==> src/tcr_pkg.sv <==
// constants, field layout and arithmetic helpers for the triple counter block
`default_nettype none
package tcr_pkg;
    // register offsets
    localparam logic [1:0] OFS_CTR0 = 2'h0;
    localparam logic [1:0] OFS_CTR1 = 2'h1;
    localparam logic [1:0] OFS_CTR2 = 2'h2;
    localparam logic [1:0] OFS_CTRL = 2'h3;

    // control byte fields
    localparam int SEL_LSB   = 6;
    localparam int FMT_LSB   = 4;
    localparam int MODE_LSB  = 1;
    localparam int DEC_BIT   = 0;
    localparam int CFG_W     = 6;
    // read-back byte fields
    localparam int RB_NCOUNT = 5;
    localparam int RB_NSTAT  = 4;
    localparam int RB_PICK   = 1;

    localparam logic [1:0] SEL_READBACK = 2'h3;
    localparam logic [1:0] FMT_LATCH    = 2'h0;
    localparam logic [1:0] FMT_LO       = 2'h1;
    localparam logic [1:0] FMT_HI       = 2'h2;
    localparam logic [1:0] FMT_BOTH     = 2'h3;

    localparam logic [2:0] MODE_TC     = 3'h0;
    localparam logic [2:0] MODE_ONESHOT = 3'h1;
    localparam logic [2:0] MODE_RATE   = 3'h2;
    localparam logic [2:0] MODE_SQUARE = 3'h3;
    localparam logic [2:0] MODE_SWSTB  = 3'h4;
    localparam logic [2:0] MODE_HWSTB  = 3'h5;

    // reset values
    localparam logic [5:0]  RST_CFG   = 6'h30;
    localparam logic [15:0] RST_COUNT = 16'h0000;
    localparam logic [7:0]  RST_BYTE  = 8'h00;
    localparam logic [7:0]  UNMAPPED_RD = 8'h00;

    // byte pointer for two-byte transfers
    typedef enum logic [1:0] {
        PH_LOW  = 2'b01,
        PH_HIGH = 2'b10
    } tcr_phase_t;

    // modes 2 and 3 ignore the top mode bit
    function automatic logic [2:0] tcr_mode(input logic [2:0] m);
        tcr_mode = m[1] ? {1'b0, m[1:0]} : m;
    endfunction

    // down count by step, binary or four decades
    function automatic logic [15:0] tcr_dec(input logic [15:0] v, input logic bcd,
                                            input logic [1:0] step);
        logic [15:0] r;
        logic [4:0]  dg;
        logic [3:0]  b;
        r = v - {14'h0000, step};
        b = {2'b00, step};
        if (bcd)
        begin
            for (int i = 0; i < 4; i++)
            begin
                dg = {1'b0, v[i*4 +: 4]} - {1'b0, b};
                if (dg[4])
                begin
                    dg = dg + 5'h0A;
                    b  = 4'h1;
                end
                else
                begin
                    b = 4'h0;
                end
                r[i*4 +: 4] = dg[3:0];
            end
        end
        tcr_dec = r;
    endfunction
endpackage
`default_nettype wire

==> src/tcr_top.sv <==
// three 16-bit programmable down-counters behind a classic wishbone slave
// Operation
// three separate 16-bit counters, each with own mode and binary/decimal choice
// offsets 0..2 are counter data ports, offset 3 is write-only control
// host writes a count as low byte then high byte
// new count enters counter only on next count pulse with gate high; modes 1 and 5 load it on the first pulse after a gate rise instead
// latched status byte is read instead of count data
// host writes control word before initial count
// host loads count in the byte format chosen by control word
// control and data accesses may interleave freely
// control word resets counter logic and sets mode's initial output level
// six modes: terminal count, one-shot, rate, square, soft strobe, hard strobe
// control byte: select 7:6, format 5:4, mode 3:1, decimal bit 0
// select 00,01,10 picks counter; 11 means read-back command
// control writes can latch count and/or status for later reads
// read-back latches several counters in one write
// counter-latch captures one count without disturbing counting
// format 00 latch, 01 low only, 10 high only, 11 low then high
// decimal bit clear counts binary, set counts four decades
// read-back: active-low count/status bits 5,4, counter picks bits 3:1
// status returned once then released: out, null count, configuration
// 2-bit offset, 8-bit data, single-cycle accesses, synchronised count clocks
`default_nettype none
`timescale 1ns/100ps
module tcr_top #(
    parameter int NUM_CH = 3,
    parameter int CNT_W  = 16
) (
    // system
    input  wire logic              clk_i,
    input  wire logic              rst_i,
    input  wire logic              ce_i,
    // wishbone slave
    input  wire logic              wb_cyc_i,
    input  wire logic              wb_stb_i,
    input  wire logic              wb_we_i,
    input  wire logic [1:0]        wb_adr_i,
    input  wire logic              wb_sel_i,
    input  wire logic [7:0]        wb_dat_i,
    output logic      [7:0]        wb_dat_o,
    output logic                   wb_ack_o,
    // counter pins
    input  wire logic [NUM_CH-1:0] ctr_clk_i,
    input  wire logic [NUM_CH-1:0] ctr_gate_i,
    output logic      [NUM_CH-1:0] ctr_out_o
);
    logic       ack_reg;
    logic [7:0] dat_reg;
    logic [7:0] rbyte_w [NUM_CH];

    // one access per request; ack gates a repeat
    wire acc_w     = wb_cyc_i & wb_stb_i & ~ack_reg & ce_i;
    wire wr_w      = acc_w & wb_we_i & wb_sel_i;
    wire rd_w      = acc_w & ~wb_we_i;
    wire ctrl_wr_w = wr_w & (wb_adr_i == tcr_pkg::OFS_CTRL);
    wire [1:0] cw_sel_w = wb_dat_i[tcr_pkg::SEL_LSB +: 2];
    wire [1:0] cw_fmt_w = wb_dat_i[tcr_pkg::FMT_LSB +: 2];
    wire rb_w      = ctrl_wr_w & (cw_sel_w == tcr_pkg::SEL_READBACK);

    always_ff @(posedge clk_i)
    begin
        if (rst_i)
        begin
            ack_reg <= 1'b0;
            dat_reg <= tcr_pkg::RST_BYTE;
        end
        else if (ce_i)
        begin
            ack_reg <= acc_w;
            if (rd_w)
            begin
                // control port is write-only and reads as zero
                dat_reg <= (wb_adr_i == tcr_pkg::OFS_CTRL) ? tcr_pkg::UNMAPPED_RD
                                                           : rbyte_w[wb_adr_i];
            end
        end
    end

    assign wb_ack_o = ack_reg;
    assign wb_dat_o = dat_reg;

    for (genvar i = 0; i < NUM_CH; i++)
    begin : g_ch
        logic                    tick_w;
        logic                    gate_w;
        logic                    grise_w;
        logic [5:0]              cfg_reg;
        logic [CNT_W-1:0]        cr_reg;
        logic [CNT_W-1:0]        ce_reg;
        logic [CNT_W-1:0]        ol_reg;
        logic                    olv_reg;
        logic [7:0]              st_reg;
        logic                    stv_reg;
        logic                    out_reg;
        logic                    null_reg;
        logic                    ldp_reg;
        logic                    have_reg;
        logic                    trig_reg;
        logic                    armed_reg;
        tcr_pkg::tcr_phase_t     wph_reg;
        tcr_pkg::tcr_phase_t     rph_reg;

        tcr_sync_edge u_sync (
            .clk_i       (clk_i),
            .rst_i       (rst_i),
            .ce_i        (ce_i),
            .cnt_clk_i   (ctr_clk_i[i]),
            .gate_i      (ctr_gate_i[i]),
            .tick_o      (tick_w),
            .gate_o      (gate_w),
            .gate_rise_o (grise_w)
        );

        wire [2:0] mode_w = tcr_pkg::tcr_mode(cfg_reg[tcr_pkg::MODE_LSB +: 3]);
        wire       bcd_w  = cfg_reg[tcr_pkg::DEC_BIT];
        wire [1:0] fmt_w  = cfg_reg[tcr_pkg::FMT_LSB +: 2];
        wire [CNT_W-1:0] dec1_w = tcr_pkg::tcr_dec(ce_reg, bcd_w, 2'h1);
        wire [CNT_W-1:0] dec2_w = tcr_pkg::tcr_dec(ce_reg, bcd_w, 2'h2);
        wire hit_w   = ctrl_wr_w & (cw_sel_w == 2'(i));
        wire cfg_w   = hit_w & (cw_fmt_w != tcr_pkg::FMT_LATCH);
        wire pick_w  = rb_w & wb_dat_i[tcr_pkg::RB_PICK + i];
        wire lat_c_w = (hit_w & (cw_fmt_w == tcr_pkg::FMT_LATCH))
                     | (pick_w & ~wb_dat_i[tcr_pkg::RB_NCOUNT]);
        wire lat_s_w = pick_w & ~wb_dat_i[tcr_pkg::RB_NSTAT];
        wire dwr_w   = wr_w & (wb_adr_i == 2'(i));
        wire drd_w   = rd_w & (wb_adr_i == 2'(i));
        wire hi_w    = (fmt_w == tcr_pkg::FMT_HI)
                     | ((fmt_w == tcr_pkg::FMT_BOTH) & (rph_reg == tcr_pkg::PH_HIGH));
        wire last_w  = (fmt_w != tcr_pkg::FMT_BOTH) | (rph_reg == tcr_pkg::PH_HIGH);
        wire done_w  = (fmt_w != tcr_pkg::FMT_BOTH) | (wph_reg == tcr_pkg::PH_HIGH);
        wire [CNT_W-1:0] src_w = olv_reg ? ol_reg : ce_reg;
        wire trig_md_w = (mode_w == tcr_pkg::MODE_ONESHOT) | (mode_w == tcr_pkg::MODE_HWSTB);
        wire per_md_w  = (mode_w == tcr_pkg::MODE_RATE) | (mode_w == tcr_pkg::MODE_SQUARE);

        // status overrides count data until it is read
        assign rbyte_w[i] = stv_reg ? st_reg
                          : (hi_w ? src_w[15:8] : src_w[7:0]);
        assign ctr_out_o[i] = out_reg;

        always_ff @(posedge clk_i)
        begin
            if (rst_i)
            begin
                cfg_reg   <= tcr_pkg::RST_CFG;
                cr_reg    <= tcr_pkg::RST_COUNT;
                ce_reg    <= tcr_pkg::RST_COUNT;
                ol_reg    <= tcr_pkg::RST_COUNT;
                olv_reg   <= 1'b0;
                st_reg    <= tcr_pkg::RST_BYTE;
                stv_reg   <= 1'b0;
                out_reg   <= 1'b0;
                null_reg  <= 1'b1;
                ldp_reg   <= 1'b0;
                have_reg  <= 1'b0;
                trig_reg  <= 1'b0;
                armed_reg <= 1'b0;
                wph_reg   <= tcr_pkg::PH_LOW;
                rph_reg   <= tcr_pkg::PH_LOW;
            end
            else if (ce_i)
            begin
                // counting element, one step per count clock pulse
                if (tick_w)
                begin
                    case (mode_w)
                        tcr_pkg::MODE_TC, tcr_pkg::MODE_SWSTB:
                        begin
                            if (ldp_reg & gate_w)
                            begin
                                ce_reg    <= cr_reg;
                                ldp_reg   <= 1'b0;
                                null_reg  <= 1'b0;
                                armed_reg <= 1'b1;
                            end
                            else if (gate_w | (mode_w == tcr_pkg::MODE_SWSTB))
                            begin
                                ce_reg <= dec1_w;
                                if (~out_reg & (mode_w == tcr_pkg::MODE_SWSTB))
                                begin
                                    out_reg <= 1'b1;
                                end
                                else if (armed_reg & (dec1_w == '0) & gate_w)
                                begin
                                    // mode 0 rises and holds; mode 4 pulses low
                                    out_reg   <= (mode_w == tcr_pkg::MODE_TC);
                                    armed_reg <= 1'b0;
                                end
                            end
                        end
                        tcr_pkg::MODE_ONESHOT, tcr_pkg::MODE_HWSTB:
                        begin
                            if (trig_reg)
                            begin
                                ce_reg    <= cr_reg;
                                trig_reg  <= 1'b0;
                                null_reg  <= 1'b0;
                                armed_reg <= 1'b1;
                                out_reg   <= (mode_w == tcr_pkg::MODE_HWSTB);
                            end
                            else
                            begin
                                ce_reg <= dec1_w;
                                if (~out_reg & (mode_w == tcr_pkg::MODE_HWSTB))
                                begin
                                    out_reg <= 1'b1;
                                end
                                else if (armed_reg & (dec1_w == '0))
                                begin
                                    out_reg   <= (mode_w == tcr_pkg::MODE_ONESHOT);
                                    armed_reg <= 1'b0;
                                end
                            end
                        end
                        tcr_pkg::MODE_RATE:
                        begin
                            if (gate_w)
                            begin
                                if (ldp_reg | trig_reg | (ce_reg == 16'h0001))
                                begin
                                    ce_reg   <= cr_reg;
                                    ldp_reg  <= 1'b0;
                                    trig_reg <= 1'b0;
                                    null_reg <= 1'b0;
                                    out_reg  <= 1'b1;
                                end
                                else
                                begin
                                    ce_reg  <= dec1_w;
                                    out_reg <= (dec1_w != 16'h0001);
                                end
                            end
                        end
                        tcr_pkg::MODE_SQUARE:
                        begin
                            if (gate_w)
                            begin
                                if (ldp_reg | trig_reg | (ce_reg <= 16'h0002))
                                begin
                                    ce_reg   <= cr_reg;
                                    ldp_reg  <= 1'b0;
                                    trig_reg <= 1'b0;
                                    null_reg <= 1'b0;
                                    out_reg  <= (ldp_reg | trig_reg) | ~out_reg;
                                end
                                else
                                begin
                                    ce_reg <= dec2_w;
                                end
                            end
                        end
                        default:
                        begin
                            ce_reg <= ce_reg;
                        end
                    endcase
                end
                // gate low holds periodic outputs high
                if (per_md_w & ~gate_w)
                begin
                    out_reg <= 1'b1;
                end
                // gate edge triggers or restarts
                if (grise_w & ((trig_md_w & have_reg) | per_md_w))
                begin
                    trig_reg <= 1'b1;
                end
                // latch commands leave counting untouched
                if (lat_c_w & ~olv_reg)
                begin
                    ol_reg  <= ce_reg;
                    olv_reg <= 1'b1;
                end
                if (lat_s_w & ~stv_reg)
                begin
                    st_reg  <= {out_reg, null_reg, cfg_reg};
                    stv_reg <= 1'b1;
                end
                // data port read, status first then count bytes
                if (drd_w)
                begin
                    if (stv_reg)
                    begin
                        stv_reg <= 1'b0;
                    end
                    else
                    begin
                        if (olv_reg & last_w)
                        begin
                            olv_reg <= 1'b0;
                        end
                        if (fmt_w == tcr_pkg::FMT_BOTH)
                        begin
                            rph_reg <= last_w ? tcr_pkg::PH_LOW : tcr_pkg::PH_HIGH;
                        end
                    end
                end
                // data port write, byte assembly per format
                if (dwr_w)
                begin
                    case (fmt_w)
                        tcr_pkg::FMT_LO:   cr_reg <= {8'h00, wb_dat_i};
                        tcr_pkg::FMT_HI:   cr_reg <= {wb_dat_i, 8'h00};
                        tcr_pkg::FMT_BOTH:
                        begin
                            if (wph_reg == tcr_pkg::PH_LOW)
                            begin
                                cr_reg[7:0] <= wb_dat_i;
                                wph_reg     <= tcr_pkg::PH_HIGH;
                            end
                            else
                            begin
                                cr_reg[15:8] <= wb_dat_i;
                                wph_reg      <= tcr_pkg::PH_LOW;
                            end
                        end
                        default:           cr_reg <= cr_reg;
                    endcase
                    if (done_w)
                    begin
                        null_reg <= 1'b1;
                        have_reg <= 1'b1;
                        ldp_reg  <= ~trig_md_w;
                        if (mode_w == tcr_pkg::MODE_TC)
                        begin
                            out_reg   <= 1'b0;
                            armed_reg <= 1'b0;
                        end
                    end
                end
                // control word wins over everything for this counter
                if (cfg_w)
                begin
                    cfg_reg   <= wb_dat_i[tcr_pkg::CFG_W-1:0];
                    out_reg   <= (tcr_pkg::tcr_mode(wb_dat_i[tcr_pkg::MODE_LSB +: 3])
                                  != tcr_pkg::MODE_TC);
                    null_reg  <= 1'b1;
                    ldp_reg   <= 1'b0;
                    have_reg  <= 1'b0;
                    trig_reg  <= 1'b0;
                    armed_reg <= 1'b0;
                    wph_reg   <= tcr_pkg::PH_LOW;
                    rph_reg   <= tcr_pkg::PH_LOW;
                end
            end
        end
    end
endmodule // tcr_top
`default_nettype wire

==> src/tcr_sync_edge.sv <==
// count clock and gate synchroniser with edge detection
`default_nettype none
`timescale 1ns/100ps
module tcr_sync_edge (
    // system
    input  wire logic clk_i,
    input  wire logic rst_i,
    input  wire logic ce_i,
    // pins
    input  wire logic cnt_clk_i,
    input  wire logic gate_i,
    // synchronised view
    output logic      tick_o,
    output logic      gate_o,
    output logic      gate_rise_o
);
    logic c_meta_reg;
    logic c_sync_reg;
    logic c_prev_reg;
    logic g_meta_reg;
    logic g_sync_reg;
    logic g_prev_reg;

    always_ff @(posedge clk_i)
    begin
        if (rst_i)
        begin
            c_meta_reg <= 1'b0;
            c_sync_reg <= 1'b0;
            c_prev_reg <= 1'b0;
            g_meta_reg <= 1'b0;
            g_sync_reg <= 1'b0;
            g_prev_reg <= 1'b0;
        end
        else if (ce_i)
        begin
            c_meta_reg <= cnt_clk_i;
            c_sync_reg <= c_meta_reg;
            c_prev_reg <= c_sync_reg;
            g_meta_reg <= gate_i;
            g_sync_reg <= g_meta_reg;
            g_prev_reg <= g_sync_reg;
        end
    end

    // counting happens on the falling edge of the count clock
    assign tick_o      = ce_i & c_prev_reg & ~c_sync_reg;
    assign gate_o      = g_sync_reg;
    assign gate_rise_o = ce_i & g_sync_reg & ~g_prev_reg;
endmodule // tcr_sync_edge
`default_nettype wire

==> config.mk <==
export PLATFORM = sky130hd
export DESIGN_NAME = tcr_top
export DESIGN_NICKNAME = d
export VERILOG_FILES = /design/src/tcr_pkg.sv /design/src/tcr_top.sv /design/src/tcr_sync_edge.sv
export SDC_FILE = /design/constraint.sdc
export NUM_CORES = 1
export LEC_CHECK = 0
export ABC_AREA = 1
export BUFFER_PORTS_ARGS = -buffer_cell sky130_fd_sc_hd__buf_2
export CORE_UTILIZATION = 55
export CTS_CLUSTER_DIAMETER = 150
export DETAILED_ROUTE_END_ITERATION = 12
export PLACE_DENSITY = 0.71
export SLEW_MARGIN = 20
export SYNTH_ARGS = -nofsm -noshare
export SYNTH_HDL_FRONTEND = slang
export SYNTH_HIERARCHICAL = 1
export SYNTH_SLANG_ARGS = --single-unit
==> constraint.sdc <==
create_clock -name clk_i -period 5.03 [get_ports clk_i]
set_input_delay 1.006 -clock clk_i [delete_from_list [all_inputs] [get_ports clk_i]]
set_output_delay 1.006 -clock clk_i [all_outputs]
set_load 0.01 [all_outputs]
# [Yosys cells after proc, flatten, opt, wreduce, memory -nomap -nowiden]
# Cells that the tools add are included.
# Widths: inputs -> output; s select.
[word_totals] register_bits=249 latchBits=0 mem_bits_rw=0 mem_bits_ro=0 inputBits=23 output_inout_bits=12 word_cells=771 mem_count=0
[classes] n_addsub=54 n_mul=0 n_div=0 order_cmp=4 n_eq_ne=78 shifts=0 mux=353 bitwise_logic=142 n_reduce_logical=72
[ops] op="$mux 16" count=30
[ops] op="$mux 1" count=213
[ops] op="$pmux 16 s4" count=3
[ops] op="$mux 4" count=42
[ops] op="$pmux 16 s3" count=3
[ops] op="$mux 8" count=15
[ops] op="$add 4x4->4 const B" count=24
[ops] op="$sub 4x4->5" count=18
[ops] op="$and 1x1->1" count=80
[ops] op="$mux 2" count=27
[ops] op="$eq 16x1->1 const B" count=3
[ops] op="$le 16x2->1 const B" count=3
[ops] op="$logic_not 16->1" count=3
[ops] op="$ne 16x1->1 const B" count=3
[ops] op="$ne 4x2->1 const B" count=12
[ops] op="$sub 16x1->16 const B" count=3
[ops] op="$sub 16x2->16 const B" count=3
[ops] op="$or 1x1->1" count=36
[ops] op="$reduce_and 4->1" count=9
[ops] op="$eq 2x2->1 const B" count=16
[ops] op="$reduce_bool 2->1" count=13
[ops] op="$not 1->1" count=25
[ops] op="$ne 2x1->1 const B" count=12
[ops] op="$pmux 1 s4" count=6
[ops] op="other kinds (24)" count=101

# [Logic depth before layout (Yosys ltp)]
[logic_depth] ltp_word=27 mapped_depth=36 ltp_nobuf=36

# [Cells and area by module]
# Netlist, hierarchy kept.
[by_module_without_submodules] module="tcr_top" n_inst=1 cells_per_inst=2760 area_per_inst_um2=17356.6 seq_area_each_um2=4624.4
[by_module_without_submodules] module="tcr_sync_edge" n_inst=3 cells_per_inst=29 area_per_inst_um2=217.7 seq_area_each_um2=120.1

# [Worst setup path before layout]
# OpenSTA, ideal clock, no wires.
[synth_timing] path_kind="register to register" startpoint="reg g_ch[1].ce_reg[1]" endpoint="reg g_ch[1].out_reg" setup_time_ns=0.128 t_arrival_ns=4.007 required_ns=4.902 setup_slack_ns=0.894 stages_incl_launch_ff=34 path_buffers=0 period_less_slack_ns=4.136 cell_sequence="dfxtp_1 > inv_1 > ha_1 > nand2_2 > inv_2 > ha_1 > ha_1 > nand2_1 > inv_1 > ha_1 > ha_1 > nand2_1 > inv_1 > ha_1 > ha_1 > nand2_1 > nand2_1 > ha_1 > o21ai_0 > nand3_1 > nand3_1 > nand2_1 > nor2_1 > nand2_1 > nor2_2 > nand3_1 > nand2_1 > nand3_1 > a21oi_1 > nand2_1 > nand2_1 > nand2_1 > nand2_1 > a21oi_1"
[synth_between] elab_chain_cells=27 elab_cells_between_ends=46 classes_between="add/sub: 9; order compare: 1; eq/ne: 2; mux: 29; bitwise: 4; reduce/logical: 1"
[synth_lines] item="start, declared" line_no="tcr_top.sv:89" text="logic [CNT_W-1:0] ce_reg;"
[synth_lines] item="start signal, assigned" line_no="tcr_top.sv:146" text="ce_reg <= tcr_pkg::RST_COUNT;"
[synth_lines] item="start signal, assigned" line_no="tcr_top.sv:170" text="ce_reg <= cr_reg;"
[synth_lines] item="start signal, assigned" line_no="tcr_top.sv:177" text="ce_reg <= dec1_w;"
[synth_lines] item="$sub 4x1->5" line_no="tcr_pkg.sv:63" text="dg = {1'b0, v[i*4 +: 4]} - {1'b0, b};"
[synth_lines] item="$mux 1" line_no="tcr_pkg.sv:64" text="if (dg[4])"
[synth_lines] item="$mux 4" line_no="tcr_pkg.sv:59" text="if (bcd)"
[synth_lines] item="$sub 4x4->5" line_no="tcr_pkg.sv:63"
[synth_lines] item="$mux 1" line_no="tcr_pkg.sv:64"
[synth_lines] item="$mux 4" line_no="tcr_pkg.sv:59"
[synth_lines] item="$sub 4x4->5" line_no="tcr_pkg.sv:63"
[synth_lines] item="$mux 1" line_no="tcr_pkg.sv:64"
[synth_lines] item="(+11 left out)"
[synth_lines] item="$mux 1" line_no="tcr_top.sv:168" text="if (ldp_reg & gate_w)"
[synth_lines] item="$pmux 1 s4 (*)" line_no="tcr_top.sv:165" text="case (mode_w)"
[synth_lines] item="$mux 1 (*)" line_no="tcr_top.sv:163" text="if (tick_w)"
[synth_lines] item="$mux 1 (*)" line_no="tcr_top.sv:258" text="if (per_md_w & ~gate_w)"
[synth_lines] item="$mux 1" line_no="tcr_top.sv:323" text="if (mode_w == tcr_pkg::MODE_TC)"
[synth_lines] item="$mux 1" line_no="tcr_top.sv:318" text="if (done_w)"
[synth_lines] item="$mux 1 (*)" line_no="tcr_top.sv:298" text="if (dwr_w)"
[synth_lines] item="$mux 1 (*)" line_no="tcr_top.sv:331" text="if (cfg_w)"
[synth_lines] item="end signal, assigned" line_no="tcr_top.sv:229" text="out_reg <= (dec1_w != 16'h0001);"
[synth_lines] item="end signal, assigned" line_no="tcr_top.sv:243" text="out_reg <= (ldp_reg | trig_reg) | ~out_reg;"
[synth_lines] item="end signal, assigned" line_no="tcr_top.sv:334" text="out_reg <= (tcr_pkg::tcr_mode(wb_dat_i[tcr_pkg::MODE_LSB +: 3])"
[synth_lines] item="end, declared" line_no="tcr_top.sv:94" text="logic out_reg;"
# Every way passes the cells marked *; elsewhere a longest branch is shown, timed or not. The select of a mux whose other input is x is not followed.
# A chain may end at the register's enable or synchronous reset.

# [Worst setup path in the final report]
[layout_timing] startpoint="reg g_ch[2].ce_reg[1]" endpoint="reg g_ch[2].out_reg"
[layout_between] elab_chain_cells=27 elab_cells_between_ends=46 classes_between="add/sub: 9; order compare: 1; eq/ne: 2; mux: 29; bitwise: 4; reduce/logical: 1"
[layout_lines] item="start, declared" line_no="tcr_top.sv:89"
[layout_lines] item="start signal, assigned" line_no="tcr_top.sv:146"
[layout_lines] item="start signal, assigned" line_no="tcr_top.sv:170"
[layout_lines] item="start signal, assigned" line_no="tcr_top.sv:177"
[layout_lines] item="$sub 4x1->5" line_no="tcr_pkg.sv:63"
[layout_lines] item="$mux 1" line_no="tcr_pkg.sv:64"
[layout_lines] item="$mux 4" line_no="tcr_pkg.sv:59"
[layout_lines] item="$sub 4x4->5" line_no="tcr_pkg.sv:63"
[layout_lines] item="$mux 1" line_no="tcr_pkg.sv:64"
[layout_lines] item="$mux 4" line_no="tcr_pkg.sv:59"
[layout_lines] item="$sub 4x4->5" line_no="tcr_pkg.sv:63"
[layout_lines] item="$mux 1" line_no="tcr_pkg.sv:64"
[layout_lines] item="(+11 left out)"
[layout_lines] item="$mux 1" line_no="tcr_top.sv:168"
[layout_lines] item="$pmux 1 s4 (*)" line_no="tcr_top.sv:165"
[layout_lines] item="$mux 1 (*)" line_no="tcr_top.sv:163"
[layout_lines] item="$mux 1 (*)" line_no="tcr_top.sv:258"
[layout_lines] item="$mux 1" line_no="tcr_top.sv:323"
[layout_lines] item="$mux 1" line_no="tcr_top.sv:318"
[layout_lines] item="$mux 1 (*)" line_no="tcr_top.sv:298"
[layout_lines] item="$mux 1 (*)" line_no="tcr_top.sv:331"
[layout_lines] item="end signal, assigned" line_no="tcr_top.sv:229"
[layout_lines] item="end signal, assigned" line_no="tcr_top.sv:243"
[layout_lines] item="end signal, assigned" line_no="tcr_top.sv:334"
[layout_lines] item="end, declared" line_no="tcr_top.sv:94"
# Marks and branches as above.

==> summary.md <==
* clock skew: 14.6 ps
* post-CTS sizing: 0
* instance count of the mapped netlist: 2,847
* worst skew pair latency: 560 ps
* Clock Path Buffers: 3
* area of placed instances: 18,300 um^2
* post-detailed-route DRC marker count: 0
* slew at the pin with the worst max-slew slack: 1100 ps
* Yosys reg bits: 249
* average vias per placed instance: 6.04
* shortest clock period the worst path allows after layout: 4640 ps
* number of enable flip-flop cells after synthesis: 0
* sequential share of power: 45.1%
* Buf+Inv Stages, Crit Path: 2
* hold endpoint: g_ch[0].st_reg[0]
* pin count of the biggest net entering global routing: 102
* number of clock sinks seen by CTS: 249
* count of cell instances traversed by the critical path: 30
* most frequent cell on the critical path: nand2_1
* Die X-Extent: 183 um
* routed vias: 19,700
* Primary FF master, synth: dfxtp_1
* worst flop-to-flop path startpoint: g_ch[2].ce_reg[1]
* Hold Fails Final Rpt: 0
* deepest level of the CTS H-tree: 1
* final standard cell area without fillers: 19,300 um^2
* area of the die: 33,500 um^2
* fraction of power consumed by the clock network: 47.7%
* placer congestion estimate: 0.981
* share of synthesized area occupied by flip-flops and latches: 27.7%
* commonest cells after routing, fill and taps aside: 617 x nand2_1, 357 x inv_1, 284 x o21ai_0, 278 x a21oi_1, 246 x nor2_1
* number of antenna violations at the first check in global routing: 1
* share of async-settable or async-resettable flops after synthesis: 0%
* worst hold path class: reg -> reg
* Distinct cells, synth: 61
* switch share: 25.5%
* type of the setup path with the least slack: reg -> reg
* slowest stage cell, crit path: dfxtp_2
* highest attainable clock frequency: 216 MHz
* WL per Instance: 19.3 um
* result of the run: finished, final reports clean
* count of antenna-violating nets left after detailed routing: 0
* gate family responsible for the most delay along the worst path: adder cells
* largest voltage drop on the vdd net: 0.327 mV
* cell count of the worst hold path: 2
* depth of the most critical reg-to-reg path: 30
* Maximum Capacitance Violations: 0
* number of synthesis warnings: 6
* internal power: 3320 uW
* Core Rows: 65
* DRT Pass-1 Iters: 6
* TritonCTS clock tree: yes
* final wirelength: 62,700 um
* largest fanout on the critical path: 7
* data arrival time of the worst path: 5060 ps
* final clock period utilization by the worst path: 92.2%
* count of input and output buffers: 34
* Final Net Count: 2,898
* number of CTS-inserted buffers: 28
* final global-route overflow total: 0
* GRT Overall Usage: 37.0%
* 1st-iter DRT viols: 2,423
* CTS clock-pin slew for the worst setup and hold paths: 70 ps
* post-CTS setup-driven buffer insertion count: 0
* synthesized area: 18,000 um^2
* global-route wire length before repair: 98,900 um
* cell at the root of the clock tree: clkbuf_16
* RSZ-0062 raised after global routing: false
* leading cell type in the layout, fill and taps excluded: nand2_1
* source of the worst hold timing path: g_ch[0].st_reg[0]
* switching power summed over all nets: 1140 uW
* final sum of negative setup slack: 0 ps
* half-perimeter wire length after placement: 46,500 um
* average cell area after synthesis: 6.33 um^2
* floorplan die height: 183 um
* number of global-route vias before repair: 18,400
* sort of element at the start of the critical path: flop
* share of final-layout standard cells stronger than drive strength 1: 7.20%
* number of failing setup endpoints in the final timing report: 0
* relative slew slack: 26.1%
* endpoint kind of the worst setup timing path: flop
* slack of the worst reg-to-reg path: 390 ps
* Reg2Reg Capture Point: g_ch[2].out_reg
* total power per unit cell area: 231 nW/um^2
* combinational group share of total power: 7.3%
* Initial Util: 56.5%
* I/O Pins: 35
* delay of the slowest cell on the worst path: 360 ps
* max-slew violations: 0
* Pleak: 0.00842 uW
* core region area: 31,900 um^2
* Worst Path Required: 5450 ps
* net count after synthesis: 2,943
* Area growth syn-to-layout: 6.98%
* number of hold buffers added after cts: 0
## cells by family after synthesis
logic type / synth area share, %
buffers and inverters: 11.4
adder cells (fa/ha/maj): 5.07
XOR/XNOR: 2.77
AO/OA/AOI/OAI: 25.6
flip-flops: 27.7
AND/OR/NAND/NOR: 27.5
## per-stage QoR
stage	hold WS, ps	utilization (%)	power (uW)	instances	setup WS (ps)
2_1_floorplan	424	-	2260	2847	894
3_3_place_gp	434	57.4	2360	3207	367
3_5_place_dp	436	57.4	2360	3207	211
4_1_cts	449	60.3	4460	3255	208
5_1_grt	464	60.4	4590	3256	1.52
6_report	448	60.4	4450	3256	390
## power groups by stage
stage | Sequential [uW] | Clock, uW | Combinational, uW
after floorplan | 2040 | 0 | 221
after global placement | 2050 | 0 | 308
after detailed placement | 2050 | 0 | 315
after CTS | 2010 | 2130 | 317
after global routing | 2010 | 2220 | 360
final | 2010 | 2120 | 324
## synthesized netlist by cell type (10+ instances only)
library cell | n | share of area (%)
nor2_1 | 248 | 5.2
xor2_1 | 48 | 2.3
clkbuf_1 | 80 | 1.7
nand4_1 | 22 | 0.76
buf_4 | 10 | 0.42
a211oi_1 | 27 | 1.1
a21oi_1 | 278 | 7.7
dfxtp_1 | 249 | 28
nor2_2 | 30 | 1.0
nor3_1 | 34 | 0.94
o31ai_1 | 11 | 0.46
buf_2 | 22 | 0.61
a31oi_1 | 23 | 0.80
o211ai_1 | 49 | 2.0
nand3_1 | 172 | 4.8
ha_1 | 73 | 5.1
clkinv_1 | 10 | 0.21
o22ai_1 | 15 | 0.52
o21ai_0 | 287 | 8.0
nand2_1 | 617 | 13
o221ai_1 | 42 | 2.0
inv_2 | 10 | 0.21
inv_1 | 363 | 7.6
## worst max-delay path by stage
stage	to	from	slack [ps]
after global placement	g_ch[2].out_reg	g_ch[2].ce_reg[1]	370
after floorplan	g_ch[1].out_reg	g_ch[1].ce_reg[1]	890
after global routing	g_ch[2].armed_reg	g_ch[2].ce_reg[0]	2
after CTS	g_ch[0].armed_reg	g_ch[0].ce_reg[1]	210
final	g_ch[2].out_reg	g_ch[2].ce_reg[1]	390
after detailed placement	g_ch[0].armed_reg	g_ch[0].ce_reg[1]	210
## worst min-delay path, delay by kind of cell, from the launching register on
family          cells  cell delay (ps)
flops               1              310
compound gates      1               50
buf+inv             1               50
## final cells by class
class	count	area, um^2
multi-input combinational	2084	11000
inverter	384	1440
fill	3204	12600
clock inverter	14	171
clock buffer	34	763
sequential	249	4990
antenna	1	2.50
timing repair buffer	55	343
tap	435	544
## per-layer routing
layer	part of all wire [%]	GRT usage, %	wire length (um)	vias up
met5	0	0	0	-
met4	4.4	15.6	2730	0
met3	8.4	3.99	5300	180
met2	44	60.3	27900	947
met1	43	49.7	26800	9090
li1	-	-	-	9446
No activity file was read; power rests on OpenSTA's default activity.
